<file path="config.mk">
export PLATFORM = sky130hd
export DESIGN_NAME = fpdc_unit
export DESIGN_NICKNAME = d
export VERILOG_FILES = /design/src/fpdc_pkg.sv /design/src/fpdc_unit.sv
export SDC_FILE = /design/constraint.sdc
export NUM_CORES = 1
export LEC_CHECK = 0
export ABC_CLOCK_PERIOD_IN_PS = 11000
export BUFFER_PORTS_ARGS = -buffer_cell sky130_fd_sc_hd__buf_2
export CORE_MARGIN = 4
export CORE_UTILIZATION = 45
export CTS_CLUSTER_SIZE = 30
export DETAILED_ROUTE_END_ITERATION = 10
export PLACE_DENSITY_LB_ADDON = 0.15
export SYNTH_ARGS = -nofsm -noshare
export SYNTH_HDL_FRONTEND = slang
export SYNTH_SLANG_ARGS = --single-unit
</file>
<file path="constraint.sdc">
create_clock -name clk_sys -period 11 [get_ports clk_sys]
set_input_delay 2.75 -clock clk_sys [delete_from_list [all_inputs] [get_ports clk_sys]]
set_output_delay 2.75 -clock clk_sys [all_outputs]
set_load 0.02 [all_outputs]
</file>
<file path="src/fpdc_pkg.sv">
// constants for the floating divide and convert datapath
// assumes a single synchronous clock domain and a sequencer that pulses start
// Functional notes
// - divide loads 72-bit dividend from control regs, divisor from storage
// - quotient sign from operand signs, zero is positive, negatives complemented
// - clear bits 70..60 of both, zero quotient, zero divisor gives divide fault
// - 60 or 61 subtract cycles depending on first-cycle borrow
// - no borrow keeps difference and sets quotient lsb, borrow discards it
// - rotate dividend and quotient left after every cycle but the last
// - low 60 quotient bits hold the absolute mantissa when done
// - 12-bit adder forms dividend minus divisor characteristic
// - zero quotient mantissa stores all-zero result regardless of signs
// - bias 2001 octal without first borrow, 2000 octal with it
// - nonzero mantissa and characteristic above 3777 octal reports overflow
// - negative characteristic: underflow fault, or zero result if select set
// - pack 11-bit characteristic at 70..60, complement if signs differ, store
// - conversion takes low eight bits into 9-bit characteristic, top zero
// - 36-bit fixed operand loaded, complemented if negative, sign kept
// - normalize leading one to bit 26, counts right 1-8, left 1-26, zero 27
// - add count after right shift else subtract, store at bits 34..27
// - conversion characteristic above 377 octal reports overflow
// - negative characteristic with nonzero mantissa reports underflow
// - zero mantissa with compat clear stores all-zero result
// - zero mantissa, compat set, negative characteristic clears 35..27 then signs
// - negative input complements result, written to one control register
// - compat select 0 normal zero handling, 1 legacy zero conventions
package fpdc_pkg;
  localparam int DW = 72;
  localparam int SW = 36;
  localparam int DCH_LSB = 60;
  localparam int DCH_MSB = 70;
  localparam logic [11:0] DBIAS_NOBORROW = 12'h401; // 2001 octal
  localparam logic [11:0] DBIAS_BORROW = 12'h400; // 2000 octal
  localparam logic [11:0] DCHAR_MAX = 12'h7FF; // 3777 octal
  localparam logic [6:0] DIV_CYCLES_EXTRA_BORROW = 7'h3C; // 60
  localparam logic [6:0] DIV_CYCLES_EXTRA_NOBORROW = 7'h3B; // 59
  localparam int SCH_LSB = 27;
  localparam int SCH_MSB = 34;
  localparam logic [8:0] SCHAR_MAX = 9'h0FF; // 377 octal
  localparam logic [5:0] SNORM_BIT = 6'h1A; // 26
  localparam logic [5:0] SZERO_COUNT = 6'h1B; // 27
  typedef enum logic [2:0] {
    FPDC_IDLE = 3'b000,
    FPDC_DFIRST = 3'b001,
    FPDC_DLOOP = 3'b010,
    FPDC_DPACK = 3'b011,
    FPDC_CNORM = 3'b100,
    FPDC_CPACK = 3'b101
  } fpdc_state_e;
endpackage

</file>
<file path="src/fpdc_unit.sv">
// floating divide (double) and fixed-to-float convert (single) datapath
// assumes sequencer holds operands valid during the start pulse only
`timescale 1ns/1ps
module fpdc_unit (
  input wire logic clk_sys, // processor clock, 10 MHz
  input wire logic reset, // synchronous, active high
  input wire logic startDiv, // pulse: start double divide
  input wire logic startCvt, // pulse: start single convert
  input wire logic [71:0] dividendIn, // from two control registers
  input wire logic [71:0] divisorIn, // from two storage words
  input wire logic [35:0] cvtCharIn, // first convert operand
  input wire logic [35:0] cvtFixIn, // signed fixed operand
  input wire logic underflow_zero_select, // state bit: zero on divide underflow
  input wire logic zero_compat_select, // state bit: legacy zero rules
  output logic busy, // operation in progress
  output logic done, // one-cycle pulse at completion
  output logic [71:0] result, // divide result, or convert in low 36
  output logic resultWide, // result is a two-word value
  output logic divFault, // zero divisor
  output logic ovfFault, // characteristic overflow
  output logic unfFault // characteristic underflow
);
  import fpdc_pkg::*;

  ////////////////////////////////////////////////////////////////////////
  // state, grouped as control, divide datapath and convert datapath
  fpdc_state_e state_reg, state_next;
  logic [6:0] cnt_reg, cnt_next;
  logic firstBorrow_reg, firstBorrow_next;
  logic negRes_reg, negRes_next;
  logic busy_reg, busy_next, done_reg, done_next, wide_reg, wide_next;
  logic dF_reg, dF_next, oF_reg, oF_next, uF_reg, uF_next;
  logic [DW-1:0] res_reg, res_next;
  logic [DW-1:0] rem_reg, rem_next, dvs_reg, dvs_next, quo_reg, quo_next;
  logic [10:0] chA_reg, chA_next, chB_reg, chB_next;
  logic [SW-1:0] op_reg, op_next;
  logic [8:0] sch_reg, sch_next;

  ////////////////////////////////////////////////////////////////////////
  // helper functions
  // leading-one position of a 36-bit word, 63 when zero
  function automatic logic [5:0] lead_one(input logic [35:0] v);
    logic [5:0] p;
    p = 6'h3F;
    for (int i = 0; i < 36; i++) begin
      if (v[i]) p = 6'(i);
    end
    return p;
  endfunction

  // ones complement of a double word when asked for
  function automatic logic [71:0] comp72(input logic inv, input logic [71:0] v);
    return inv ? ~v : v;
  endfunction

  // ones complement of a single word when asked for
  function automatic logic [35:0] comp36(input logic inv, input logic [35:0] v);
    return inv ? ~v : v;
  endfunction

  // double-precision mantissa field all zero
  function automatic logic mant_zero(input logic [71:0] v);
    return v[DCH_LSB-1:0] == 60'h0;
  endfunction

  ////////////////////////////////////////////////////////////////////////
  // shared decode of the start pulses and the loop position
  logic idle, takeDiv, takeCvt, inLoop, lastCycle;
  assign idle = (state_reg == FPDC_IDLE);
  assign takeDiv = idle && startDiv;
  // divide wins when both pulses come together
  assign takeCvt = idle && !startDiv && startCvt;
  assign inLoop = (state_reg == FPDC_DFIRST) || (state_reg == FPDC_DLOOP);
  assign lastCycle = (state_reg == FPDC_DLOOP) && (cnt_reg == 7'h01);

  ////////////////////////////////////////////////////////////////////////
  // divide arithmetic: main adder and characteristic adder
  logic [72:0] diff;
  logic borrow;
  logic [12:0] chDiff, qChar;
  logic [71:0] dvdAbs, dvsAbs, packed72;
  // main adder: borrow out of the top bit when the difference goes negative
  assign diff = {1'b0, rem_reg} - {1'b0, dvs_reg};
  assign borrow = diff[72];
  // operands made positive before unpacking
  assign dvdAbs = comp72(dividendIn[71], dividendIn);
  assign dvsAbs = comp72(divisorIn[71], divisorIn);
  // a bit above the 12-bit sum keeps overflow apart from negative
  assign chDiff = {2'b00, chA_reg} - {2'b00, chB_reg};
  assign qChar = chDiff + {1'b0, firstBorrow_reg ? DBIAS_BORROW : DBIAS_NOBORROW};
  // characteristic laid over the cleared field
  assign packed72 = {quo_reg[DCH_MSB+1], qChar[10:0], quo_reg[DCH_LSB-1:0]};

  ////////////////////////////////////////////////////////////////////////
  // convert arithmetic: normalizer and 9-bit characteristic adder
  logic [35:0] fixAbs, normed, pack36;
  logic [5:0] lead, shCnt;
  logic rightShift;
  logic [9:0] rChar;
  logic cvtMantZero;
  assign fixAbs = comp36(cvtFixIn[35], cvtFixIn);
  assign lead = lead_one(op_reg);
  // leading one moved to bit 26, shift counted
  always_comb begin
    rightShift = 1'b0;
    shCnt = SZERO_COUNT;
    normed = op_reg;
    if (lead != 6'h3F) begin
      if (lead > SNORM_BIT) begin
        rightShift = 1'b1;
        shCnt = lead - SNORM_BIT;
        normed = op_reg >> shCnt;
      end else begin
        shCnt = SNORM_BIT - lead;
        normed = op_reg << shCnt;
      end
    end
  end
  // one extra bit catches negative results
  assign rChar = rightShift ? {1'b0, sch_reg} + 10'(shCnt)
                            : {1'b0, sch_reg} - 10'(shCnt);
  assign cvtMantZero = (normed[26:0] == 27'h0);
  // packer; only a legacy zero can reach the store with a negative value
  always_comb begin
    pack36 = normed;
    pack36[35] = 1'b0;
    pack36[SCH_MSB:SCH_LSB] = rChar[7:0];
    if (rChar[9]) pack36[35:27] = 9'h000;
  end

  ////////////////////////////////////////////////////////////////////////
  // control: sequence, status flags and result word
  always_comb begin
    state_next = state_reg;
    cnt_next = cnt_reg;
    firstBorrow_next = firstBorrow_reg;
    negRes_next = negRes_reg;
    busy_next = busy_reg;
    done_next = 1'b0;
    wide_next = wide_reg;
    dF_next = dF_reg;
    oF_next = oF_reg;
    uF_next = uF_reg;
    res_next = res_reg;
    case (state_reg)
      FPDC_IDLE: begin
        if (takeDiv) begin
          negRes_next = dividendIn[71] ^ divisorIn[71];
          {busy_next, wide_next, dF_next, oF_next, uF_next} = 5'b11000;
          if (mant_zero(dvsAbs)) begin
            dF_next = 1'b1;
            done_next = 1'b1;
            busy_next = 1'b0;
          end else begin
            state_next = FPDC_DFIRST;
          end
        end else if (takeCvt) begin
          negRes_next = cvtFixIn[35];
          {busy_next, wide_next, dF_next, oF_next, uF_next} = 5'b10000;
          state_next = FPDC_CNORM;
        end
      end
      FPDC_DFIRST: begin
        // the first borrow fixes how many cycles remain
        firstBorrow_next = borrow;
        cnt_next = borrow ? DIV_CYCLES_EXTRA_BORROW : DIV_CYCLES_EXTRA_NOBORROW;
        state_next = FPDC_DLOOP;
      end
      FPDC_DLOOP: begin
        cnt_next = cnt_reg - 7'h01;
        if (lastCycle) state_next = FPDC_DPACK;
      end
      FPDC_DPACK: begin
        state_next = FPDC_IDLE;
        busy_next = 1'b0;
        done_next = 1'b1;
        if (mant_zero(quo_reg)) begin
          res_next = '0;
        end else if (!qChar[12] && qChar[11:0] > DCHAR_MAX) begin
          oF_next = 1'b1;
        end else if (qChar[12]) begin
          if (underflow_zero_select) res_next = '0;
          else uF_next = 1'b1;
        end else begin
          res_next = comp72(negRes_reg, packed72);
        end
      end
      FPDC_CNORM: begin
        state_next = FPDC_IDLE;
        busy_next = 1'b0;
        done_next = 1'b1;
        if (!rChar[9] && rChar > {1'b0, SCHAR_MAX}) begin
          oF_next = 1'b1;
        end else if (rChar[9] && !cvtMantZero) begin
          uF_next = 1'b1;
        end else if (cvtMantZero && !zero_compat_select) begin
          res_next = '0;
        end else begin
          res_next = {36'h0, comp36(negRes_reg, pack36)};
        end
      end
      default: begin
        state_next = FPDC_IDLE;
        busy_next = 1'b0;
      end
    endcase
  end

  ////////////////////////////////////////////////////////////////////////
  // divide datapath: load, subtract and rotate
  always_comb begin
    rem_next = rem_reg;
    dvs_next = dvs_reg;
    quo_next = quo_reg;
    chA_next = chA_reg;
    chB_next = chB_reg;
    if (takeDiv) begin
      // characteristics saved before their field is cleared
      chA_next = dvdAbs[DCH_MSB:DCH_LSB];
      chB_next = dvsAbs[DCH_MSB:DCH_LSB];
      rem_next = {dvdAbs[71], 11'h000, dvdAbs[59:0]};
      dvs_next = {dvsAbs[71], 11'h000, dvsAbs[59:0]};
      quo_next = '0;
    end else if (inLoop) begin
      // one subtract cycle per clock
      if (!borrow) begin
        rem_next = diff[71:0];
        quo_next = {quo_reg[71:1], 1'b1};
      end
      // rotate after every cycle but the last
      if (!lastCycle) begin
        rem_next = {rem_next[70:0], rem_next[71]};
        quo_next = {quo_next[70:0], quo_next[71]};
      end
    end
  end

  // convert datapath: operands captured at the start pulse
  always_comb begin
    op_next = op_reg;
    sch_next = sch_reg;
    if (takeCvt) begin
      sch_next = {1'b0, cvtCharIn[7:0]};
      op_next = fixAbs;
    end
  end

  ////////////////////////////////////////////////////////////////////////
  // control registers
  always_ff @(posedge clk_sys) begin
    if (reset) begin
      state_reg <= FPDC_IDLE;
      cnt_reg <= '0;
      firstBorrow_reg <= 1'b0;
      negRes_reg <= 1'b0;
      busy_reg <= 1'b0;
      done_reg <= 1'b0;
      wide_reg <= 1'b0;
      dF_reg <= 1'b0;
      oF_reg <= 1'b0;
      uF_reg <= 1'b0;
      res_reg <= '0;
    end else begin
      state_reg <= state_next;
      cnt_reg <= cnt_next;
      firstBorrow_reg <= firstBorrow_next;
      negRes_reg <= negRes_next;
      busy_reg <= busy_next;
      done_reg <= done_next;
      wide_reg <= wide_next;
      dF_reg <= dF_next;
      oF_reg <= oF_next;
      uF_reg <= uF_next;
      res_reg <= res_next;
    end
  end

  // divide registers
  always_ff @(posedge clk_sys) begin
    if (reset) begin
      rem_reg <= '0;
      dvs_reg <= '0;
      quo_reg <= '0;
      chA_reg <= '0;
      chB_reg <= '0;
    end else begin
      rem_reg <= rem_next;
      dvs_reg <= dvs_next;
      quo_reg <= quo_next;
      chA_reg <= chA_next;
      chB_reg <= chB_next;
    end
  end

  // convert registers
  always_ff @(posedge clk_sys) begin
    if (reset) begin
      op_reg <= '0;
      sch_reg <= '0;
    end else begin
      op_reg <= op_next;
      sch_reg <= sch_next;
    end
  end

  ////////////////////////////////////////////////////////////////////////
  // outputs straight from flip-flops
  assign busy = busy_reg;
  assign done = done_reg;
  assign result = res_reg;
  assign resultWide = wide_reg;
  assign divFault = dF_reg;
  assign ovfFault = oF_reg;
  assign unfFault = uF_reg;
endmodule // fpdc_unit

</file>
==> flow_metrics.env <==
export IMPL_synth_top_cell_area_share=0.257
export IMPL_cts_buffers_inserted=44
export IMPL_fp_dieH_um=257
export IMPL_vias_per_cell=6.04
export IMPL_totalPowerFinal_mw=8.66
export IMPL_status="finished clean"
export IMPL_slew_headroom=0.281
export IMPL_synth_edf_count=0
export IMPL_grt_first_pass_wirelength_mm=151
export IMPL_maximum_frequency_from_static_timing_analysis_mhz=113
export IMPL_dpl_hpwl_mm=71.4
export IMPL_wl_met1_mm=45.1
export IMPL_drt_pre_antenna_iters=5
export IMPL_grt_max_degree=87
export IMPL_setup_violations_final=0
export IMPL_data_arrival_at_the_endpoint_of_the_critical_path_ns=9.25
export IMPL_clock_sink_count=359
export IMPL_cp_top_family="compound AO/OA/AOI/OAI gates"
export IMPL_wl_met3_mm=7.40
export IMPL_wl_met2_mm=42.7
export IMPL_overflow=0
export IMPL_io_buffers=271
export IMPL_type_of_the_worst_setup_path="flop to flop"
export IMPL_worstSkewPairLatency_ns=0.59
export IMPL_h_tree_depth=2
export IMPL_ctsHoldBuffers=0
export IMPL_final_fill_count=6266
export IMPL_cp_cell_sequence="nor4_1, a32o_1, o211ai_2, nand2_1, buf_4, inv_1, ha_1, inv_1, nor2_1, a211o_1, buf_4, mux2i_2, mux2i_1, a211o_1, o211a_1, a2111o_1, or4_4, o31ai_1, a311oi_4, buf_4, nor2_2, a311oi_1"
export IMPL_synth_top_cells_by_area="sky130_fd_sc_hd__dfxtp_1 26%, sky130_fd_sc_hd__a21oi_1 5.9%, sky130_fd_sc_hd__xnor2_1 5.4%"
export IMPL_smallest_setup_slack_after_layout_ns=2.15
export IMPL_hold_violations=0
export IMPL_synth_avg_cell_area_um2=7.63
export IMPL_cts_repair_resized=0
export IMPL_power_per_cell_area_nw_per_um2=279
export IMPL_top_cell_types_by_occurrence_after_synthesis="368 x sky130_fd_sc_hd__nand2_1, 359 x sky130_fd_sc_hd__dfxtp_1, 328 x sky130_fd_sc_hd__a21oi_1, 313 x sky130_fd_sc_hd__nor2_1, 239 x sky130_fd_sc_hd__o21ai_0"
export IMPL_cts_tree="done"
export IMPL_ioPinCount=300
export IMPL_postSynthRegisterBits=359
export IMPL_track_usage=0.282
export IMPL_routabilityCongestion=0.978
export IMPL_worst_clock_skew_ns=0.0176
export IMPL_design_die_area_um2=66200
export IMPL_initialDrtViolationCount=2509
export IMPL_slowest_delay_ns=0.86
export IMPL_synthesis_instances=3668
export IMPL_layout_worst_path_cycle_share=0.805
export IMPL_worst_pin_slew_ns=1.08
export IMPL_layout_cell_share_with_drive_strength_beyond_1=0.137
export IMPL_ir_drop_uv=236
export IMPL_unrepaired_setup_endpoints_after_global_routing="false"
export IMPL_post_synth_top_count_cell="sky130_fd_sc_hd__nand2_1"
export IMPL_core_region_area_um2=61600
export IMPL_postRouteWirelength_mm=98.1
export IMPL_synthFlopType="sky130_fd_sc_hd__dfxtp_1"
export IMPL_timing_critical_path_to_type="flop"
export IMPL_first_global_vias=25500
export IMPL_buffer_cell_driving_the_clock_tree_root="sky130_fd_sc_hd__clkbuf_16"
export IMPL_slowest_stage="sky130_fd_sc_hd__ha_1"
export IMPL_synth_yosys_seq_area_share=0.257
export IMPL_period_minus_slack_ns=8.85
export IMPL_worstSetupStartpointType="flop"
export IMPL_synth_async_reset_ratio=0
export IMPL_finalNetCount=4044
export IMPL_yosys_warnings=0
export IMPL_syn2layout_area_growth_pct=11.0
export IMPL_detailedPlace_worstSlack_ns=2.34
export IMPL_cts_buffer_depth=3
export IMPL_postCtsSetupRepairBufs=0
export IMPL_finalMaxSlewViolations=0
export IMPL_postRouteAntennaNets=0
export IMPL_critical_path_peak_fanout=53
export IMPL_count_of_max_cap_constraint_violations=0
export IMPL_initial_core_util=0.454
export IMPL_netlist_cell_type_count=98
export IMPL_vias=27800
export IMPL_clk_transition_reported_paths_ns=0.06
export IMPL_cp_required_ns=11.40
export IMPL_highest_routed_metal_layer="met5"
export IMPL_row_count=91
export IMPL_crit_path_frequent_cell="sky130_fd_sc_hd__buf_4"
export IMPL_netlist_area_um2=28000
export IMPL_setup_tns_final_ns=0
export IMPL_avgRoutedWirePerCell_um=21.3
export IMPL_leakage_nw=12.2
export IMPL_critPathBufInv=5
export IMPL_holdCritPathClass="flop to flop"
export IMPL_initial_antenna_violation_count=2
export IMPL_remaining_drc_errors=0
export IMPL_die_width_um=257
export IMPL_synth_nets=3986
export IMPL_synth_area_leader_cell="sky130_fd_sc_hd__dfxtp_1"
worst min-delay path, delay by kind of cell, from the launching register on:
| family | cells | cell delay, ns |
|---|---|---|
| compound gates | 1 | 0.05 |
| simple gates | 1 | 0.05 |
| flops | 1 | 0.31 |
area by class of cell:
class	count	area [µm²]	share of cell area
inverters	141	529	0.0170
repair buffers	313	1690	0.0543
clock inverters	20	249	0.00802
clock buffers	57	1210	0.0390
diodes	4	10.0	0.000322
well taps	837	1050	0.0337
multi-input cells	2867	19100	0.616
flip-flops and latches	359	7190	0.231
path summary, 6_finish.rpt:
kind / cells past startpoint / end / slack [ns] / startpoint
worst max-delay path: 22 / result[6] / 2.15 / op_reg[11]
worst min register to register: 2 / quo_reg[68] / 0.45 / quo_reg[67]
worst max register to register: 22 / result[6] / 2.15 / op_reg[11]
worst min-delay path: 2 / quo_reg[68] / 0.45 / quo_reg[67]
routing by layer:
metal | GRT usage | vias to the layer above
met4 | 0.0797 | 2
li1 | - | 13600
met5 | 0 | -
met2 | 0.436 | 1044
met3 | 0.0454 | 156
met1 | 0.407 | 13000
logic make-up after synthesis:
logic type,Yosys count,share of synthesized area
DFF,359,0.257
adders and majority gates,96,0.0440
buffers and inverters,442,0.0624
AOI/OAI and AO/OA,1242,0.298
muxes,150,0.0647
xor gates and xnor gates,291,0.0914
and+or+nand+nor,1088,0.183
cells in the final DEF (no fill, tap or decap), drive strengths merged, types with 18 or more instances in the layout:
| cell type | Yosys | layout |
|---|---|---|
| o211ai | 68 | 68 |
| a21o | 58 | 58 |
| clkbuf | 230 | 57 |
| a311oi | 40 | 40 |
| a211oi | 158 | 158 |
| dfxtp | 359 | 359 |
| nand4 | 59 | 59 |
| or4 | 33 | 33 |
| or3 | 23 | 23 |
| nand2 | 369 | 369 |
| a22oi | 75 | 75 |
| inv | 139 | 140 |
| buf | 71 | 313 |
| a221oi | 22 | 22 |
| nand3 | 73 | 73 |
| xor2 | 117 | 117 |
| o21ai | 245 | 245 |
| nor4 | 35 | 35 |
| mux4 | 22 | 22 |
| o31ai | 22 | 22 |
| mux2 | 20 | 20 |
| and2 | 24 | 24 |
| nor2 | 314 | 314 |
| and3 | 37 | 37 |
| a31oi | 20 | 20 |
| nor3 | 47 | 47 |
| a221o | 18 | 18 |
| a21oi | 330 | 330 |
| o22ai | 23 | 23 |
| ha | 92 | 92 |
| xnor2 | 174 | 174 |
| mux2i | 108 | 108 |
| o21bai | 18 | 18 |
where the power goes:
group / total, mW / internal (mW) / switching (mW)
combinational: 5.50 / 2.03 / 3.47
sequential: 1.66 / 1.47 / 0.191
clock: 1.50 / 0.894 / 0.606
total: 8.66 / 4.39 / 4.27
through the flow:
stage | utilization | std cells | hold slack, ns | cell area, µm²
finish | 0.504 | 4598 | 0.448 | 31100
floorplan | - | 3668 | 0.432 | 28000
global placement | 0.480 | 4517 | 0.440 | 29600
CTS | 0.504 | 4594 | 0.450 | 31100
detailed placement | 0.480 | 4517 | 0.446 | 29600
global route | 0.504 | 4594 | 0.469 | 31100
(Power assumes the default switching activity.)
